[src/pus_pkg.sv]
// Overview of operation
// - Start sequence on selected external trigger
// - Cycle order: forward, stop, reverse, stop
// - Sequence repeats cycle count, default ten
// - Trigger removal never cuts a sequence short
// - Source: none, six inputs, eleven command bits
// - Unassigned source by default blocks starting
// - Forward ramps use own times, default 3 s
// - Reverse ramps use own times, default 3 s
// - Forward and reverse durations, default 10 s
// - Stop phase time settable, default 0 s
// - Status not configured or inactive when idle
// - Waiting for run conditions reads pending
// - Executing sequence reads running, flag set
package pus_pkg;

	localparam int ADDR_W  = 4;
	localparam int DATA_W  = 16;
	localparam int SPEED_W = 10;
	localparam int TIME_W  = 9;
	localparam int CNT_W   = 7;
	localparam int SEL_W   = 5;
	localparam int MS_W    = 19;
	localparam int NUM_DI  = 6;
	localparam int NUM_CMD = 11;
	localparam int IRQ_W   = 3;

	localparam logic [ADDR_W-1:0] REG_TRIG_SEL  = 4'h0;
	localparam logic [ADDR_W-1:0] REG_CMD_WORD  = 4'h1;
	localparam logic [ADDR_W-1:0] REG_FWD_SPEED = 4'h2;
	localparam logic [ADDR_W-1:0] REG_REV_SPEED = 4'h3;
	localparam logic [ADDR_W-1:0] REG_FWD_ACC   = 4'h4;
	localparam logic [ADDR_W-1:0] REG_FWD_DEC   = 4'h5;
	localparam logic [ADDR_W-1:0] REG_REV_ACC   = 4'h6;
	localparam logic [ADDR_W-1:0] REG_REV_DEC   = 4'h7;
	localparam logic [ADDR_W-1:0] REG_FWD_DUR   = 4'h8;
	localparam logic [ADDR_W-1:0] REG_REV_DUR   = 4'h9;
	localparam logic [ADDR_W-1:0] REG_PAUSE_DUR = 4'ha;
	localparam logic [ADDR_W-1:0] REG_CYCLE_NB  = 4'hb;
	localparam logic [ADDR_W-1:0] REG_STATUS    = 4'hc;
	localparam logic [ADDR_W-1:0] REG_IRQ_STAT  = 4'hd;
	localparam logic [ADDR_W-1:0] REG_IRQ_MASK  = 4'he;

	localparam logic [SEL_W-1:0]   RST_TRIG_SEL = 5'h00;
	localparam logic [SPEED_W-1:0] RST_SPEED    = 10'h000;
	localparam logic [TIME_W-1:0]  RST_RAMP_S   = 9'h003;
	localparam logic [TIME_W-1:0]  RST_PHASE_S  = 9'h00a;
	localparam logic [TIME_W-1:0]  RST_PAUSE_S  = 9'h000;
	localparam logic [CNT_W-1:0]   RST_CYCLE_NB = 7'h0a;

	localparam logic [SPEED_W-1:0] MAX_SPEED    = 10'h257;
	localparam logic [TIME_W-1:0]  MAX_TIME_S   = 9'h12c;
	localparam logic [CNT_W-1:0]   MIN_CYCLE_NB = 7'h01;
	localparam logic [CNT_W-1:0]   MAX_CYCLE_NB = 7'h64;

	localparam logic [SEL_W-1:0] SEL_NONE      = 5'h00;
	localparam logic [SEL_W-1:0] SEL_DI_FIRST  = 5'h01;
	localparam logic [SEL_W-1:0] SEL_DI_LAST   = 5'h06;
	localparam logic [SEL_W-1:0] SEL_CMD_FIRST = 5'h07;
	localparam logic [SEL_W-1:0] SEL_CMD_LAST  = 5'h11;

	localparam logic [1:0] STAT_NOT_CFG  = 2'h0;
	localparam logic [1:0] STAT_INACTIVE = 2'h1;
	localparam logic [1:0] STAT_PENDING  = 2'h2;
	localparam logic [1:0] STAT_RUNNING  = 2'h3;

	localparam int STS_PEND_BIT = 2;
	localparam int STS_RUN_BIT  = 3;
	localparam int STS_REV_BIT  = 4;
	localparam int STS_CYC_LSB  = 8;

	localparam int IRQ_STARTED = 0;
	localparam int IRQ_DONE    = 1;
	localparam int IRQ_ABORT   = 2;

	localparam int CLK_FREQ_HZ    = 40_000_000;
	localparam int TICK_PERIOD_US = 1000;
	localparam int TICK_CYCLES    = CLK_FREQ_HZ / 1_000_000 * TICK_PERIOD_US;
	localparam logic [MS_W-1:0] MS_PER_S = 19'h003e8;

	typedef enum logic [3:0] {
		ST_IDLE, ST_PEND, ST_FWD_ACC, ST_FWD_HOLD, ST_FWD_DEC,
		ST_PAUSE_A, ST_REV_ACC, ST_REV_HOLD, ST_REV_DEC, ST_PAUSE_B
	} pus_state_type;

	function automatic logic [MS_W-1:0] to_ms(input logic [TIME_W-1:0] secs);
		to_ms = MS_W'({10'h000, secs} * MS_PER_S);
	endfunction

endpackage

[src/pus_ramp_if.sv]
interface pus_ramp_if;
	logic                          tick;
	logic                          start;
	logic                          up;
	logic [pus_pkg::SPEED_W-1:0]   target;
	logic [pus_pkg::TIME_W-1:0]    time_s;
	logic [pus_pkg::SPEED_W-1:0]   speed;
	logic                          busy;

	modport ctl (output tick, output start, output up, output target, output time_s, input speed, input busy);
	modport ramp (input tick, input start, input up, input target, input time_s, output speed, output busy);
endinterface

[src/pus_ramp.sv]
module pus_ramp (
	// Clock and reset
	input  wire logic  clk_i,
	input  wire logic  rst_n_i,
	// Control
	pus_ramp_if.ramp   rif
);

	logic [pus_pkg::SPEED_W-1:0] speed_q, speed_d;
	logic [pus_pkg::SPEED_W-1:0] slope_q, slope_d;
	logic [pus_pkg::MS_W-1:0]    acc_q, acc_d;
	logic [pus_pkg::MS_W-1:0]    span_q, span_d;
	logic [pus_pkg::MS_W-1:0]    sum;
	logic                        busy_q, busy_d;
	logic                        up_q, up_d;

	// Bresenham stepping: span is at least 1000 ms and slope at most 599, so one step per tick is enough
	always_comb begin
		speed_d = speed_q;
		slope_d = slope_q;
		acc_d   = acc_q;
		span_d  = span_q;
		busy_d  = busy_q;
		up_d    = up_q;
		sum     = acc_q + {9'h000, slope_q};
		if (rif.start) begin
			up_d    = rif.up;
			slope_d = rif.target;
			span_d  = pus_pkg::to_ms(rif.time_s);
			acc_d   = '0;
			busy_d  = (rif.time_s != '0);
			if (rif.time_s == '0) begin
				speed_d = rif.up ? rif.target : '0;
			end
		end else if (busy_q && rif.tick) begin
			if (up_q ? (speed_q >= slope_q) : (speed_q == '0)) begin
				busy_d = 1'b0;
			end else if (sum >= span_q) begin
				acc_d   = sum - span_q;
				speed_d = up_q ? speed_q + 10'h001 : speed_q - 10'h001;
			end else begin
				acc_d = sum;
			end
		end
	end

	always_ff @(posedge clk_i) begin
		if (!rst_n_i) begin
			speed_q <= '0;
			slope_q <= '0;
			acc_q   <= '0;
			span_q  <= '0;
			busy_q  <= 1'b0;
			up_q    <= 1'b0;
		end else begin
			speed_q <= speed_d;
			slope_q <= slope_d;
			acc_q   <= acc_d;
			span_q  <= span_d;
			busy_q  <= busy_d;
			up_q    <= up_d;
		end
	end

	assign rif.speed = speed_q;
	assign rif.busy  = busy_q;
endmodule

[src/pus_top.sv]
module pus_top #(
	parameter int unsigned TICK_CYCLES = pus_pkg::TICK_CYCLES
) (
	// Clock and reset
	input  wire logic                          REF_CLK_I,
	input  wire logic                          RESET_N_I,
	// Register port
	input  wire logic [pus_pkg::ADDR_W-1:0]    ADDR_I,
	input  wire logic [pus_pkg::DATA_W-1:0]    WR_DATA_I,
	input  wire logic                          WR_EN_I,
	input  wire logic                          RD_EN_I,
	output logic      [pus_pkg::DATA_W-1:0]    RD_DATA_O,
	// Drive run and trigger side
	input  wire logic [pus_pkg::NUM_DI-1:0]    DI_I,
	input  wire logic                          RUN_CMD_I,
	input  wire logic                          AWAKE_I,
	input  wire logic                          MOTOR_STOPPED_I,
	// Motor reference side
	output logic      [pus_pkg::SPEED_W-1:0]   SPEED_REF_O,
	output logic                               DIR_REV_O,
	output logic                               PENDING_O,
	output logic                               RUNNING_O,
	output logic                               IRQ_O
);

	pus_ramp_if rif ();

	pus_ramp u_ramp (
		.clk_i   (REF_CLK_I),
		.rst_n_i (RESET_N_I),
		.rif     (rif)
	);

	// Digital inputs are pins: two flops before use
	logic [pus_pkg::NUM_DI-1:0] di_s1_q, di_s2_q;
	always_ff @(posedge REF_CLK_I) begin
		if (!RESET_N_I) begin
			di_s1_q <= '0;
			di_s2_q <= '0;
		end else begin
			di_s1_q <= DI_I;
			di_s2_q <= di_s1_q;
		end
	end

	// Millisecond tick
	logic [15:0] div_q, div_d;
	logic        tick_q, tick_d;
	always_comb begin
		tick_d = (div_q == 16'(TICK_CYCLES - 1));
		div_d  = tick_d ? '0 : div_q + 16'h0001;
	end
	always_ff @(posedge REF_CLK_I) begin
		if (!RESET_N_I) begin
			div_q  <= '0;
			tick_q <= 1'b0;
		end else begin
			div_q  <= div_d;
			tick_q <= tick_d;
		end
	end

	// Register file
	logic [pus_pkg::SEL_W-1:0]   sel_q, sel_d;
	logic [pus_pkg::NUM_CMD-1:0] cmd_q, cmd_d;
	logic [pus_pkg::SPEED_W-1:0] fwd_spd_q, fwd_spd_d, rev_spd_q, rev_spd_d;
	logic [pus_pkg::TIME_W-1:0]  fwd_acc_q, fwd_acc_d, fwd_dec_q, fwd_dec_d;
	logic [pus_pkg::TIME_W-1:0]  rev_acc_q, rev_acc_d, rev_dec_q, rev_dec_d;
	logic [pus_pkg::TIME_W-1:0]  fwd_dur_q, fwd_dur_d, rev_dur_q, rev_dur_d, pause_q, pause_d;
	logic [pus_pkg::CNT_W-1:0]   cyc_nb_q, cyc_nb_d;
	logic [pus_pkg::IRQ_W-1:0]   irq_st_q, irq_st_d, irq_mk_q, irq_mk_d, irq_ev;
	logic [pus_pkg::DATA_W-1:0]  rd_q, rd_d;
	logic [pus_pkg::TIME_W-1:0]  wr_time;
	logic [pus_pkg::SPEED_W-1:0] wr_spd;
	logic [pus_pkg::CNT_W-1:0]   wr_cnt;
	logic [1:0]                  stat_code;

	// Sequencer state
	pus_pkg::pus_state_type      st_q, st_d;
	logic [pus_pkg::MS_W-1:0]    tmr_q, tmr_d;
	logic [pus_pkg::CNT_W-1:0]   done_q, done_d;
	logic                        trig_prev_q, trig_lvl, trig_rise, configured, start_ok, timer_up;
	logic [pus_pkg::SEL_W-1:0]   idx;

	always_comb begin
		wr_time  = (WR_DATA_I[8:0] > pus_pkg::MAX_TIME_S) ? pus_pkg::MAX_TIME_S : WR_DATA_I[8:0];
		wr_spd   = (WR_DATA_I[9:0] > pus_pkg::MAX_SPEED) ? pus_pkg::MAX_SPEED : WR_DATA_I[9:0];
		wr_cnt   = (WR_DATA_I[6:0] < pus_pkg::MIN_CYCLE_NB) ? pus_pkg::MIN_CYCLE_NB :
			(WR_DATA_I[6:0] > pus_pkg::MAX_CYCLE_NB) ? pus_pkg::MAX_CYCLE_NB : WR_DATA_I[6:0];
		sel_d     = sel_q;
		cmd_d     = cmd_q;
		fwd_spd_d = fwd_spd_q;
		rev_spd_d = rev_spd_q;
		fwd_acc_d = fwd_acc_q;
		fwd_dec_d = fwd_dec_q;
		rev_acc_d = rev_acc_q;
		rev_dec_d = rev_dec_q;
		fwd_dur_d = fwd_dur_q;
		rev_dur_d = rev_dur_q;
		pause_d   = pause_q;
		cyc_nb_d  = cyc_nb_q;
		irq_mk_d  = irq_mk_q;
		irq_st_d  = irq_st_q;
		if (WR_EN_I) begin
			unique case (ADDR_I)
				pus_pkg::REG_TRIG_SEL:  sel_d     = WR_DATA_I[4:0];
				pus_pkg::REG_CMD_WORD:  cmd_d     = WR_DATA_I[10:0];
				pus_pkg::REG_FWD_SPEED: fwd_spd_d = wr_spd;
				pus_pkg::REG_REV_SPEED: rev_spd_d = wr_spd;
				pus_pkg::REG_FWD_ACC:   fwd_acc_d = wr_time;
				pus_pkg::REG_FWD_DEC:   fwd_dec_d = wr_time;
				pus_pkg::REG_REV_ACC:   rev_acc_d = wr_time;
				pus_pkg::REG_REV_DEC:   rev_dec_d = wr_time;
				pus_pkg::REG_FWD_DUR:   fwd_dur_d = wr_time;
				pus_pkg::REG_REV_DUR:   rev_dur_d = wr_time;
				pus_pkg::REG_PAUSE_DUR: pause_d   = wr_time;
				pus_pkg::REG_CYCLE_NB:  cyc_nb_d  = wr_cnt;
				pus_pkg::REG_IRQ_STAT:  irq_st_d  = irq_st_q & ~WR_DATA_I[2:0];
				pus_pkg::REG_IRQ_MASK:  irq_mk_d  = WR_DATA_I[2:0];
				default: ;
			endcase
		end
		// Set wins over a same-cycle clear
		irq_st_d = irq_st_d | irq_ev;
	end

	// Trigger source decode
	always_comb begin
		configured = (sel_q >= pus_pkg::SEL_DI_FIRST) && (sel_q <= pus_pkg::SEL_CMD_LAST);
		idx        = '0;
		trig_lvl   = 1'b0;
		if (sel_q >= pus_pkg::SEL_DI_FIRST && sel_q <= pus_pkg::SEL_DI_LAST) begin
			idx      = sel_q - pus_pkg::SEL_DI_FIRST;
			trig_lvl = di_s2_q[idx[2:0]];
		end else if (sel_q >= pus_pkg::SEL_CMD_FIRST && sel_q <= pus_pkg::SEL_CMD_LAST) begin
			idx      = sel_q - pus_pkg::SEL_CMD_FIRST;
			trig_lvl = cmd_q[idx[3:0]];
		end
		trig_rise = configured && trig_lvl && !trig_prev_q;
		start_ok  = RUN_CMD_I && AWAKE_I && MOTOR_STOPPED_I;
	end

	// Sequencer
	always_comb begin
		st_d       = st_q;
		tmr_d      = (tick_q && tmr_q != '1) ? tmr_q + 19'h00001 : tmr_q;
		done_d     = done_q;
		irq_ev     = '0;
		rif.tick   = tick_q;
		rif.start  = 1'b0;
		rif.up     = 1'b1;
		rif.target = fwd_spd_q;
		rif.time_s = fwd_acc_q;
		timer_up   = 1'b0;
		unique case (st_q)
			pus_pkg::ST_IDLE, pus_pkg::ST_PEND: begin
				done_d = '0;
				if (st_q == pus_pkg::ST_PEND && !configured) begin
					st_d = pus_pkg::ST_IDLE;
				end else if (trig_rise || st_q == pus_pkg::ST_PEND) begin
					st_d = start_ok ? pus_pkg::ST_FWD_ACC : pus_pkg::ST_PEND;
					rif.start = start_ok;
					irq_ev[pus_pkg::IRQ_STARTED] = start_ok;
				end
			end
			pus_pkg::ST_FWD_ACC, pus_pkg::ST_REV_ACC: begin
				tmr_d = '0;
				if (!rif.busy) begin
					st_d = (st_q == pus_pkg::ST_FWD_ACC) ? pus_pkg::ST_FWD_HOLD : pus_pkg::ST_REV_HOLD;
				end
			end
			pus_pkg::ST_FWD_HOLD: begin
				timer_up = tmr_q >= pus_pkg::to_ms(fwd_dur_q);
				if (timer_up) begin
					st_d       = pus_pkg::ST_FWD_DEC;
					rif.start  = 1'b1;
					rif.up     = 1'b0;
					rif.time_s = fwd_dec_q;
				end
			end
			pus_pkg::ST_REV_HOLD: begin
				timer_up = tmr_q >= pus_pkg::to_ms(rev_dur_q);
				if (timer_up) begin
					st_d       = pus_pkg::ST_REV_DEC;
					rif.start  = 1'b1;
					rif.up     = 1'b0;
					rif.target = rev_spd_q;
					rif.time_s = rev_dec_q;
				end
			end
			pus_pkg::ST_FWD_DEC, pus_pkg::ST_REV_DEC: begin
				tmr_d = '0;
				if (!rif.busy) begin
					st_d = (st_q == pus_pkg::ST_FWD_DEC) ? pus_pkg::ST_PAUSE_A : pus_pkg::ST_PAUSE_B;
				end
			end
			pus_pkg::ST_PAUSE_A: begin
				if (tmr_q >= pus_pkg::to_ms(pause_q)) begin
					st_d       = pus_pkg::ST_REV_ACC;
					rif.start  = 1'b1;
					rif.target = rev_spd_q;
					rif.time_s = rev_acc_q;
				end
			end
			pus_pkg::ST_PAUSE_B: begin
				if (tmr_q >= pus_pkg::to_ms(pause_q)) begin
					done_d = done_q + 7'h01;
					if (done_d >= cyc_nb_q) begin
						st_d = pus_pkg::ST_IDLE;
						irq_ev[pus_pkg::IRQ_DONE] = 1'b1;
					end else begin
						st_d      = pus_pkg::ST_FWD_ACC;
						rif.start = 1'b1;
					end
				end
			end
		endcase
		// Trigger level is ignored once running; only the run command can end a sequence early
		if (st_q != pus_pkg::ST_IDLE && st_q != pus_pkg::ST_PEND && !RUN_CMD_I) begin
			st_d       = pus_pkg::ST_IDLE;
			rif.start  = 1'b1;
			rif.up     = 1'b0;
			rif.time_s = '0;
			irq_ev     = '0;
			irq_ev[pus_pkg::IRQ_ABORT] = 1'b1;
		end
	end

	// Status and read data
	always_comb begin
		if (st_d == pus_pkg::ST_PEND) begin
			stat_code = pus_pkg::STAT_PENDING;
		end else if (st_d != pus_pkg::ST_IDLE) begin
			stat_code = pus_pkg::STAT_RUNNING;
		end else begin
			stat_code = configured ? pus_pkg::STAT_INACTIVE : pus_pkg::STAT_NOT_CFG;
		end
		rd_d = '0;
		if (RD_EN_I) begin
			unique case (ADDR_I)
				pus_pkg::REG_TRIG_SEL:  rd_d = {11'h000, sel_q};
				pus_pkg::REG_CMD_WORD:  rd_d = {5'h00, cmd_q};
				pus_pkg::REG_FWD_SPEED: rd_d = {6'h00, fwd_spd_q};
				pus_pkg::REG_REV_SPEED: rd_d = {6'h00, rev_spd_q};
				pus_pkg::REG_FWD_ACC:   rd_d = {7'h00, fwd_acc_q};
				pus_pkg::REG_FWD_DEC:   rd_d = {7'h00, fwd_dec_q};
				pus_pkg::REG_REV_ACC:   rd_d = {7'h00, rev_acc_q};
				pus_pkg::REG_REV_DEC:   rd_d = {7'h00, rev_dec_q};
				pus_pkg::REG_FWD_DUR:   rd_d = {7'h00, fwd_dur_q};
				pus_pkg::REG_REV_DUR:   rd_d = {7'h00, rev_dur_q};
				pus_pkg::REG_PAUSE_DUR: rd_d = {7'h00, pause_q};
				pus_pkg::REG_CYCLE_NB:  rd_d = {9'h000, cyc_nb_q};
				pus_pkg::REG_STATUS:    rd_d = {1'b0, done_q, 3'h0, DIR_REV_O, RUNNING_O, PENDING_O, stat_code};
				pus_pkg::REG_IRQ_STAT:  rd_d = {13'h0000, irq_st_q};
				pus_pkg::REG_IRQ_MASK:  rd_d = {13'h0000, irq_mk_q};
				default:                rd_d = '0;
			endcase
		end
	end

	always_ff @(posedge REF_CLK_I) begin
		if (!RESET_N_I) begin
			sel_q       <= pus_pkg::RST_TRIG_SEL;
			cmd_q       <= '0;
			fwd_spd_q   <= pus_pkg::RST_SPEED;
			rev_spd_q   <= pus_pkg::RST_SPEED;
			fwd_acc_q   <= pus_pkg::RST_RAMP_S;
			fwd_dec_q   <= pus_pkg::RST_RAMP_S;
			rev_acc_q   <= pus_pkg::RST_RAMP_S;
			rev_dec_q   <= pus_pkg::RST_RAMP_S;
			fwd_dur_q   <= pus_pkg::RST_PHASE_S;
			rev_dur_q   <= pus_pkg::RST_PHASE_S;
			pause_q     <= pus_pkg::RST_PAUSE_S;
			cyc_nb_q    <= pus_pkg::RST_CYCLE_NB;
			irq_st_q    <= '0;
			irq_mk_q    <= '0;
			rd_q        <= '0;
			st_q        <= pus_pkg::ST_IDLE;
			tmr_q       <= '0;
			done_q      <= '0;
			trig_prev_q <= 1'b0;
			SPEED_REF_O <= '0;
			DIR_REV_O   <= 1'b0;
			PENDING_O   <= 1'b0;
			RUNNING_O   <= 1'b0;
			IRQ_O       <= 1'b0;
		end else begin
			sel_q       <= sel_d;
			cmd_q       <= cmd_d;
			fwd_spd_q   <= fwd_spd_d;
			rev_spd_q   <= rev_spd_d;
			fwd_acc_q   <= fwd_acc_d;
			fwd_dec_q   <= fwd_dec_d;
			rev_acc_q   <= rev_acc_d;
			rev_dec_q   <= rev_dec_d;
			fwd_dur_q   <= fwd_dur_d;
			rev_dur_q   <= rev_dur_d;
			pause_q     <= pause_d;
			cyc_nb_q    <= cyc_nb_d;
			irq_st_q    <= irq_st_d;
			irq_mk_q    <= irq_mk_d;
			rd_q        <= rd_d;
			st_q        <= st_d;
			tmr_q       <= tmr_d;
			done_q      <= done_d;
			trig_prev_q <= trig_lvl;
			SPEED_REF_O <= rif.speed;
			DIR_REV_O   <= (st_d inside {pus_pkg::ST_REV_ACC, pus_pkg::ST_REV_HOLD, pus_pkg::ST_REV_DEC});
			PENDING_O   <= (st_d == pus_pkg::ST_PEND);
			RUNNING_O   <= (st_d != pus_pkg::ST_IDLE && st_d != pus_pkg::ST_PEND);
			IRQ_O       <= |(irq_st_d & irq_mk_d);
		end
	end

	assign RD_DATA_O = rd_q;
endmodule

[config.mk]
export PLATFORM = sky130hd
export DESIGN_NAME = pus_top
export DESIGN_NICKNAME = d
export VERILOG_FILES = /design/src/pus_pkg.sv /design/src/pus_ramp_if.sv /design/src/pus_ramp.sv /design/src/pus_top.sv
export SDC_FILE = /design/constraint.sdc
export NUM_CORES = 1
export LEC_CHECK = 0
export ABC_AREA = 1
export BUFFER_PORTS_ARGS = -buffer_cell sky130_fd_sc_hd__buf_2
export CORE_MARGIN = 10
export CORE_UTILIZATION = 65
export CTS_CLUSTER_DIAMETER = 40
export DETAILED_ROUTE_END_ITERATION = 12
export HOLD_SLACK_MARGIN = 0.08
export PLACE_DENSITY_LB_ADDON = 0.3
export SYNTH_ARGS = -nofsm -noshare
export SYNTH_HDL_FRONTEND = slang
export SYNTH_SLANG_ARGS = --single-unit
[constraint.sdc]
create_clock -name REF_CLK_I -period 26.8 [get_ports REF_CLK_I]
set_input_delay 1.34 -clock REF_CLK_I [delete_from_list [all_inputs] [get_ports REF_CLK_I]]
set_output_delay 1.34 -clock REF_CLK_I [all_outputs]
set_load 0.02 [all_outputs]
# After elaboration in Yosys (flattened, before gate mapping)
# Index checks and enable logic that the tools add are counted.
[totals]
regBits = 259
inputBits = 33
wordCells = 228
[classes]
n_addsub = 9
n_mul = 4
n_lt_le_gt_ge = 16
eq_ne = 34
mux = 72
bitwise = 6
reduce_logical = 53
[ops]
columns = ["cell", "count"]
rows = [
  ["one-hot mux 15 bit (15 select lines)", 1],
  ["two-way mux 10 bit", 10],
  ["greater-or-equal comparator 19 bit", 4],
  ["multiplier 9 x 7 -> 16 bit (second input constant)", 4],
  ["two-way mux 9 bit", 5],
  ["== test 4 x 3 -> 1 bit (second input constant)", 10],
  ["== test 4 bit (second input constant)", 10],
  ["two-way mux 4 bit", 10],
  ["AND reduction 2 bit", 16],
  ["one-hot mux 4 bit (7 select lines)", 1],
  ["one-hot mux 9 bit (3 select lines)", 1],
  ["two-way mux 1 bit", 24],
  ["two-way mux 7 bit", 3],
  ["one-hot mux 10 bit (2 select lines)", 1],
  ["adder 19 x 1 -> 19 bit (second input constant)", 1],
  ["adder 19 x 10 -> 19 bit", 1],
  ["two-way mux 19 bit", 1],
  ["inequality test 19 bit (second input constant)", 1],
  ["subtractor 19 bit", 1],
  ["two-way mux 3 bit", 6],
  ["adder 16 x 1 -> 16 bit (second input constant)", 1],
  ["== test 16 bit (second input constant)", 1],
  ["== test 4 x 2 -> 1 bit (second input constant)", 4],
  ["one-hot mux 7 bit (2 select lines)", 1],
  ["other kinds (44)", 76],
]

# Logic depth before layout (Yosys ltp)
[depth]
word_depth = 16
mapped_depth = 51
ltp_nobuf = 51

# By module
# Synthesis repeated with hierarchy kept, for this count alone.
[hier_totals]
hier_cells = 2895
area_unflattened_um2 = 21257.9
[by_module_without_submodules]
columns = ["module", "n_inst", "cells_each", "area_each_um2", "seq_area_each_um2"]
rows = [
  ["pus_top", 1, 1953, 14888.0, 4023.9],
  ["pus_ramp", 1, 942, 6369.9, 1141.1],
]

# Worst setup path before layout
# No wires, ideal clock.
[synth_timing]
path_type = "register to register"
from = "register pause_q[1] (netlist name)"
to = "register u_ramp.span_q[18] (netlist name)"
setup_ns = 0.120
arrival_time_ns = 9.034
required_time_ns = 26.680
slack_ns = 17.645
path_stages_with_launch = 48
n_path_buf = 0
path_cell_list = "dfxtp_1 -> inv_1 -> fa_1 -> fa_1 -> fa_1 -> fa_1 -> inv_1 -> ha_1 -> nand2_1 -> nor3_1 -> nor2_1 -> o21ai_0 -> a21oi_1 -> o21bai_1 -> a21oi_1 -> nor2_1 -> nor2_1 -> xor2_1 -> [... 12 more ...] -> inv_1 -> fa_1 -> fa_1 -> fa_1 -> fa_1 -> inv_1 -> ha_1 -> a21oi_1 -> o21ai_0 -> a21oi_1 -> inv_1 -> a21oi_1 -> o21bai_1 -> nand2_1 -> nand2_1 -> a21oi_1 -> xnor2_1 -> a21oi_1"
[synth_between]
elab_chain_len = 6
word_cells_on_any_way = 10
[synth_rtl]
columns = ["element", "line_no", "rtl"]
rows = [
  ["from (decl)", "pus_top.sv:69", "logic [pus_pkg::TIME_W-1:0] fwd_dur_q, fwd_dur_d, rev_dur_q, rev_dur_d, pause_q, pause_d;"],
  ["from (signal assigned)", "pus_top.sv:273", "pause_q <= pus_pkg::RST_PAUSE_S;"],
  ["from (signal assigned)", "pus_top.sv:298", "pause_q <= pause_d;"],
  ["multiplier 9 x 7 -> 16 bit *", "pus_pkg.sv:87", "to_ms = MS_W'({10'h000, secs} * MS_PER_S);"],
  ["greater-or-equal comparator 19 bit *", "pus_top.sv:198, pus_top.sv:206", ""],
  ["two-way mux 9 bit", "pus_top.sv:198", "if (tmr_q >= pus_pkg::to_ms(pause_q)) begin"],
  ["one-hot mux 9 bit (3 select lines)", "pus_top.sv:155", "unique case (st_q)"],
  ["two-way mux 9 bit", "pus_top.sv:219", "if (st_q != pus_pkg::ST_IDLE && st_q != pus_pkg::ST_PEND && !RUN_CMD_I) begin"],
  ["multiplier 9 x 7 -> 16 bit", "pus_pkg.sv:87", ""],
  ["to (signal assigned)", "pus_ramp.sv:59", "span_q <= span_d;"],
  ["to (decl)", "pus_ramp.sv:12", "logic [pus_pkg::MS_W-1:0] span_q, span_d;"],
]
# Mark *: on every way between the ends. The rest lies on a longest branch, timed or not.
# A chain may end at the register's enable or synchronous reset.

# Worst setup path after layout
[layout_timing]
from = "register fwd_dur_q[2] (netlist name)"
to = "register u_ramp.span_q[18] (netlist name)"
[layout_between]
elab_chain_len = 6
word_cells_on_any_way = 9
[layout_rtl]
columns = ["element", "line_no", "rtl"]
rows = [
  ["from (decl)", "pus_top.sv:69", ""],
  ["from (signal assigned)", "pus_top.sv:271", "fwd_dur_q <= pus_pkg::RST_PHASE_S;"],
  ["from (signal assigned)", "pus_top.sv:296", "fwd_dur_q <= fwd_dur_d;"],
  ["multiplier 9 x 7 -> 16 bit *", "pus_pkg.sv:87", ""],
  ["greater-or-equal comparator 19 bit *", "pus_top.sv:173", "timer_up = tmr_q >= pus_pkg::to_ms(fwd_dur_q);"],
  ["two-way mux 9 bit", "pus_top.sv:174", "if (timer_up) begin"],
  ["one-hot mux 9 bit (3 select lines)", "pus_top.sv:155", ""],
  ["two-way mux 9 bit", "pus_top.sv:219", ""],
  ["multiplier 9 x 7 -> 16 bit", "pus_pkg.sv:87", ""],
]
# Marks and branches as above.

==> reports/qor.txt <==
run status: finished clean
largest net degree at the start of global routing: 68
power per cell area: 75.7 nW/um2
HPWL after DPL: 42.4 mm
Setup TNS Final: 0 ns
critical path class: register to register
Pleak: 0.0109 uW
# diodes: 0
CP top delay family: adder cells
Avg WL per Cell: 17.5 um
GPL Wtd Cong: 0.950
Std-Cell Rows: 65
total die area: 39100 um2
initial antenna violation count: 0
Primary FF master, synth: dfxtp_1
crit share post-route: 40.8%
Compound-Gate Fraction of Synth Area: 17.3%
Clock Path Buffers: 3
CTS hold repair buffers: 0
area of the mapped netlist: 20600 um2
Initial Util: 65.5%
post-cts sizing count: 0
WL final: 55.7 mm
count of cell types in the netlist: 60
Ys Warns: 0
FMAX: 91.3 MHz
CP required: 27.21 ns
clk_skew: 0.0140 ns
most common cell in the netlist: inv_1
first-pass GRT wire length: 89.6 mm
IO Pins: 63
Via density: 5.88
CTS sink cnt: 258
CTS clk-pin slew, worst paths: 0.06 ns
grt total ovfl: 0
Syn Inst Count: 2707
most used cell along the critical path: a21oi_1
top-area cell type share of the netlist area: 25.1%
Worst Setup End Kind: register
final net count: 3155
CORE AREA: 31400 um2
Internal Power: 990 uW
final hold vios: 0
Via Count: 18700
critical path buffer and inverter count: 8
crit path DAT: 11.36 ns
Post-Synth Simple-Gate Area: 16.5%
number of global-route vias before repair: 17800
Synth async-reset ratio: 0%
Tmin final: 10.95 ns
sequential share of the synthesized area: 25.1%
CTS H-tree lvls: 2
worst skew pair latency: 0.55 ns
Max FO, Critical Path: 11
reg-to-reg slack, setup: 15.85 ns
total CTS buffers: 36
largest family of logic cells by synthesized area: adder cells
Setup violations, final: 0
CTS tree: built
Adder-Cell Fraction of Synth Area: 26.6%
unrepaired setup endpoints after global routing: no
Post-synth EDFFs: 0
NetSw: 707 uW
pin slew with the least headroom to its limit: 0.936 ns
Setup Buffers After CTS: 0
xor and xnor area share after synthesis: 4.26%
DR pass1 iterations: 6
Mean Syn Cell Area: 7.60 um2
share of layout cells above drive strength 1: 5.77%
hold crit path type: register to register
max cap viols: 0
Root Buffer: clkbuf_16
height of the die: 198 um
Slew Limit Headroom: 37.6%
Syn Nets: 3114
crit start category: register
Sw Ratio: 41.6%
PortBufs: 56
FILL cells: 2484
GRT Overall Usage: 28.0%
mux contribution to synthesized area: 0%
Worst Hold Slack: 0.415 ns
drt drc: 0
Detailed Route Iter0 Violations: 1829
Reg power frac: 25.1%
Comb power frac: 44.1%
top cells by count, synth: 475 x inv_1, 404 x nand2_1, 311 x a21oi_1
clock network power share: 30.8%
Synth area leader: dfxtp_1
Slew Limit Fails: 0
max incr delay on CP: 0.62 ns
leading post-synthesis cells by cell area: dfxtp_1 25%, ha_1 16%, fa_1 10%
peak supply drop: 0.101 mV
DRT antenna net count: 0
Chip Width: 198 um
Slowest cell on crit path: fa_1
flops & latches, synth: 258
area growth from synthesis to layout: 9.07%
==> tightest hold or removal path: cells and delay by family, from the launching register on <==
family	cells	cell delay (ns)
flops	1	0.30
simple gates	1	0.05
buf+inv	1	0.04
==> routing by layer <==
metal | track usage [%] | vias to the layer above | part of all wire, % | routed length, um
met1 | 35.5 | 8795 | 41 | 23000
met5 | 0 | - | 0 | 0
met4 | 9.97 | 0 | 3.4 | 1920
met3 | 4.21 | 140 | 7.3 | 4050
met2 | 47.6 | 710 | 48 | 26700
li1 | - | 9038 | - | -
==> final cells by class <==
type	count	area (um2)	share of cell area, %
Clock buffer	39	932	4.16
Clock inverter	24	380	1.70
Inverter	487	1830	8.16
Multi-Input combinational cell	1903	13300	59.3
Sequential cell	258	5160	23.0
Tap cell	402	503	2.24
Timing Repair Buffer	62	325	1.45
==> cells by family after synthesis <==
| kind of cell | after synthesis |
|---|---|
| and+or+nand+nor | 784 |
| AOI/OAI and AO/OA | 644 |
| buffers and inverters | 546 |
| adders and majority gates | 374 |
| DFF | 258 |
| xor gates and xnor gates | 100 |
| other | 1 |
==> path summary, 6_finish.rpt <==
check                                                from                             end  cells past startpoint
worst max-delay path            fwd_dur_q[2]$_SDFFE_PN0P_  u_ramp.span_q[18]$_SDFFE_PN0N_                     45
worst min-delay path                di_s1_q[4]$_SDFF_PN0_           di_s2_q[4]$_SDFF_PN0_                      2
worst max register to register  fwd_dur_q[2]$_SDFFE_PN0P_  u_ramp.span_q[18]$_SDFFE_PN0N_                     45
worst min register to register      di_s1_q[4]$_SDFF_PN0_           di_s2_q[4]$_SDFF_PN0_                      2
==> flip-flops by register name (all words and copies together), names as in the netlist, 10 cells and up <==
| register | count |
|---|---|
| u_ramp.rif.speed | 10 |
| fwd_spd_q | 10 |
| div_q | 16 |
| tmr_q | 19 |
| RD_DATA_O | 15 |
| u_ramp.acc_q | 19 |
| rev_spd_q | 10 |
| cmd_q | 11 |
| u_ramp.span_q | 16 |
| SPEED_REF_O | 10 |
| u_ramp.slope_q | 10 |
==> per-stage QoR <==
stage / instance area, um2 / power, uW / utilization [%] / setup WS (ns) / instances
3_5_place_dp: 21100 / 1160 / 67.3 / 15.95 / 3112
6_report: 22400 / 1700 / 71.4 / 15.85 / 3175
5_1_grt: 22400 / 1800 / 71.4 / 15.05 / 3175
4_1_cts: 22400 / 1690 / 71.4 / 15.91 / 3175
3_3_place_gp: 21100 / 1130 / 67.3 / 16.18 / 3112
2_1_floorplan: 20600 / 997 / - / 17.65 / 2707
==> power groups by stage <==
stage / Combinational, uW / Clock (uW) / Sequential, uW
global route: 835 / 542 / 427
global placement: 700 / 0 / 432
CTS: 739 / 524 / 425
finish: 748 / 523 / 425
floorplan: 567 / 0 / 430
detailed placement: 723 / 0 / 433
==> layout by cell type (no fill, tap or decap), types with 4 or more instances in the layout <==
master and instances:
inv_1 475, nand2_1 404, a21oi_1 311, ha_1 270, dfxtp_1 258, o21ai_0 191, nor2_1 167, nand3_1 109
fa_1 104, xor2_1 71, buf_2 56, clkbuf_16 36, o22ai_1 31, xnor2_1 29, nand4_1 26, nor3_1 26
a221oi_1 21, o21ai_1 15, o21bai_1 12, nor4_1 12, o211ai_1 10, a211oi_1 8, nand3b_1 7, bufinv_16 7
nand2_2 6, inv_2 6, o221ai_1 6, buf_4 6, a21o_1 5, o21a_1 5, o31ai_1 5, clkinv_1 5
inv_6 5, nor2_2 4, o2111ai_1 4, a31oi_1 4
Note: power is estimated with default switching activity, not from simulation.
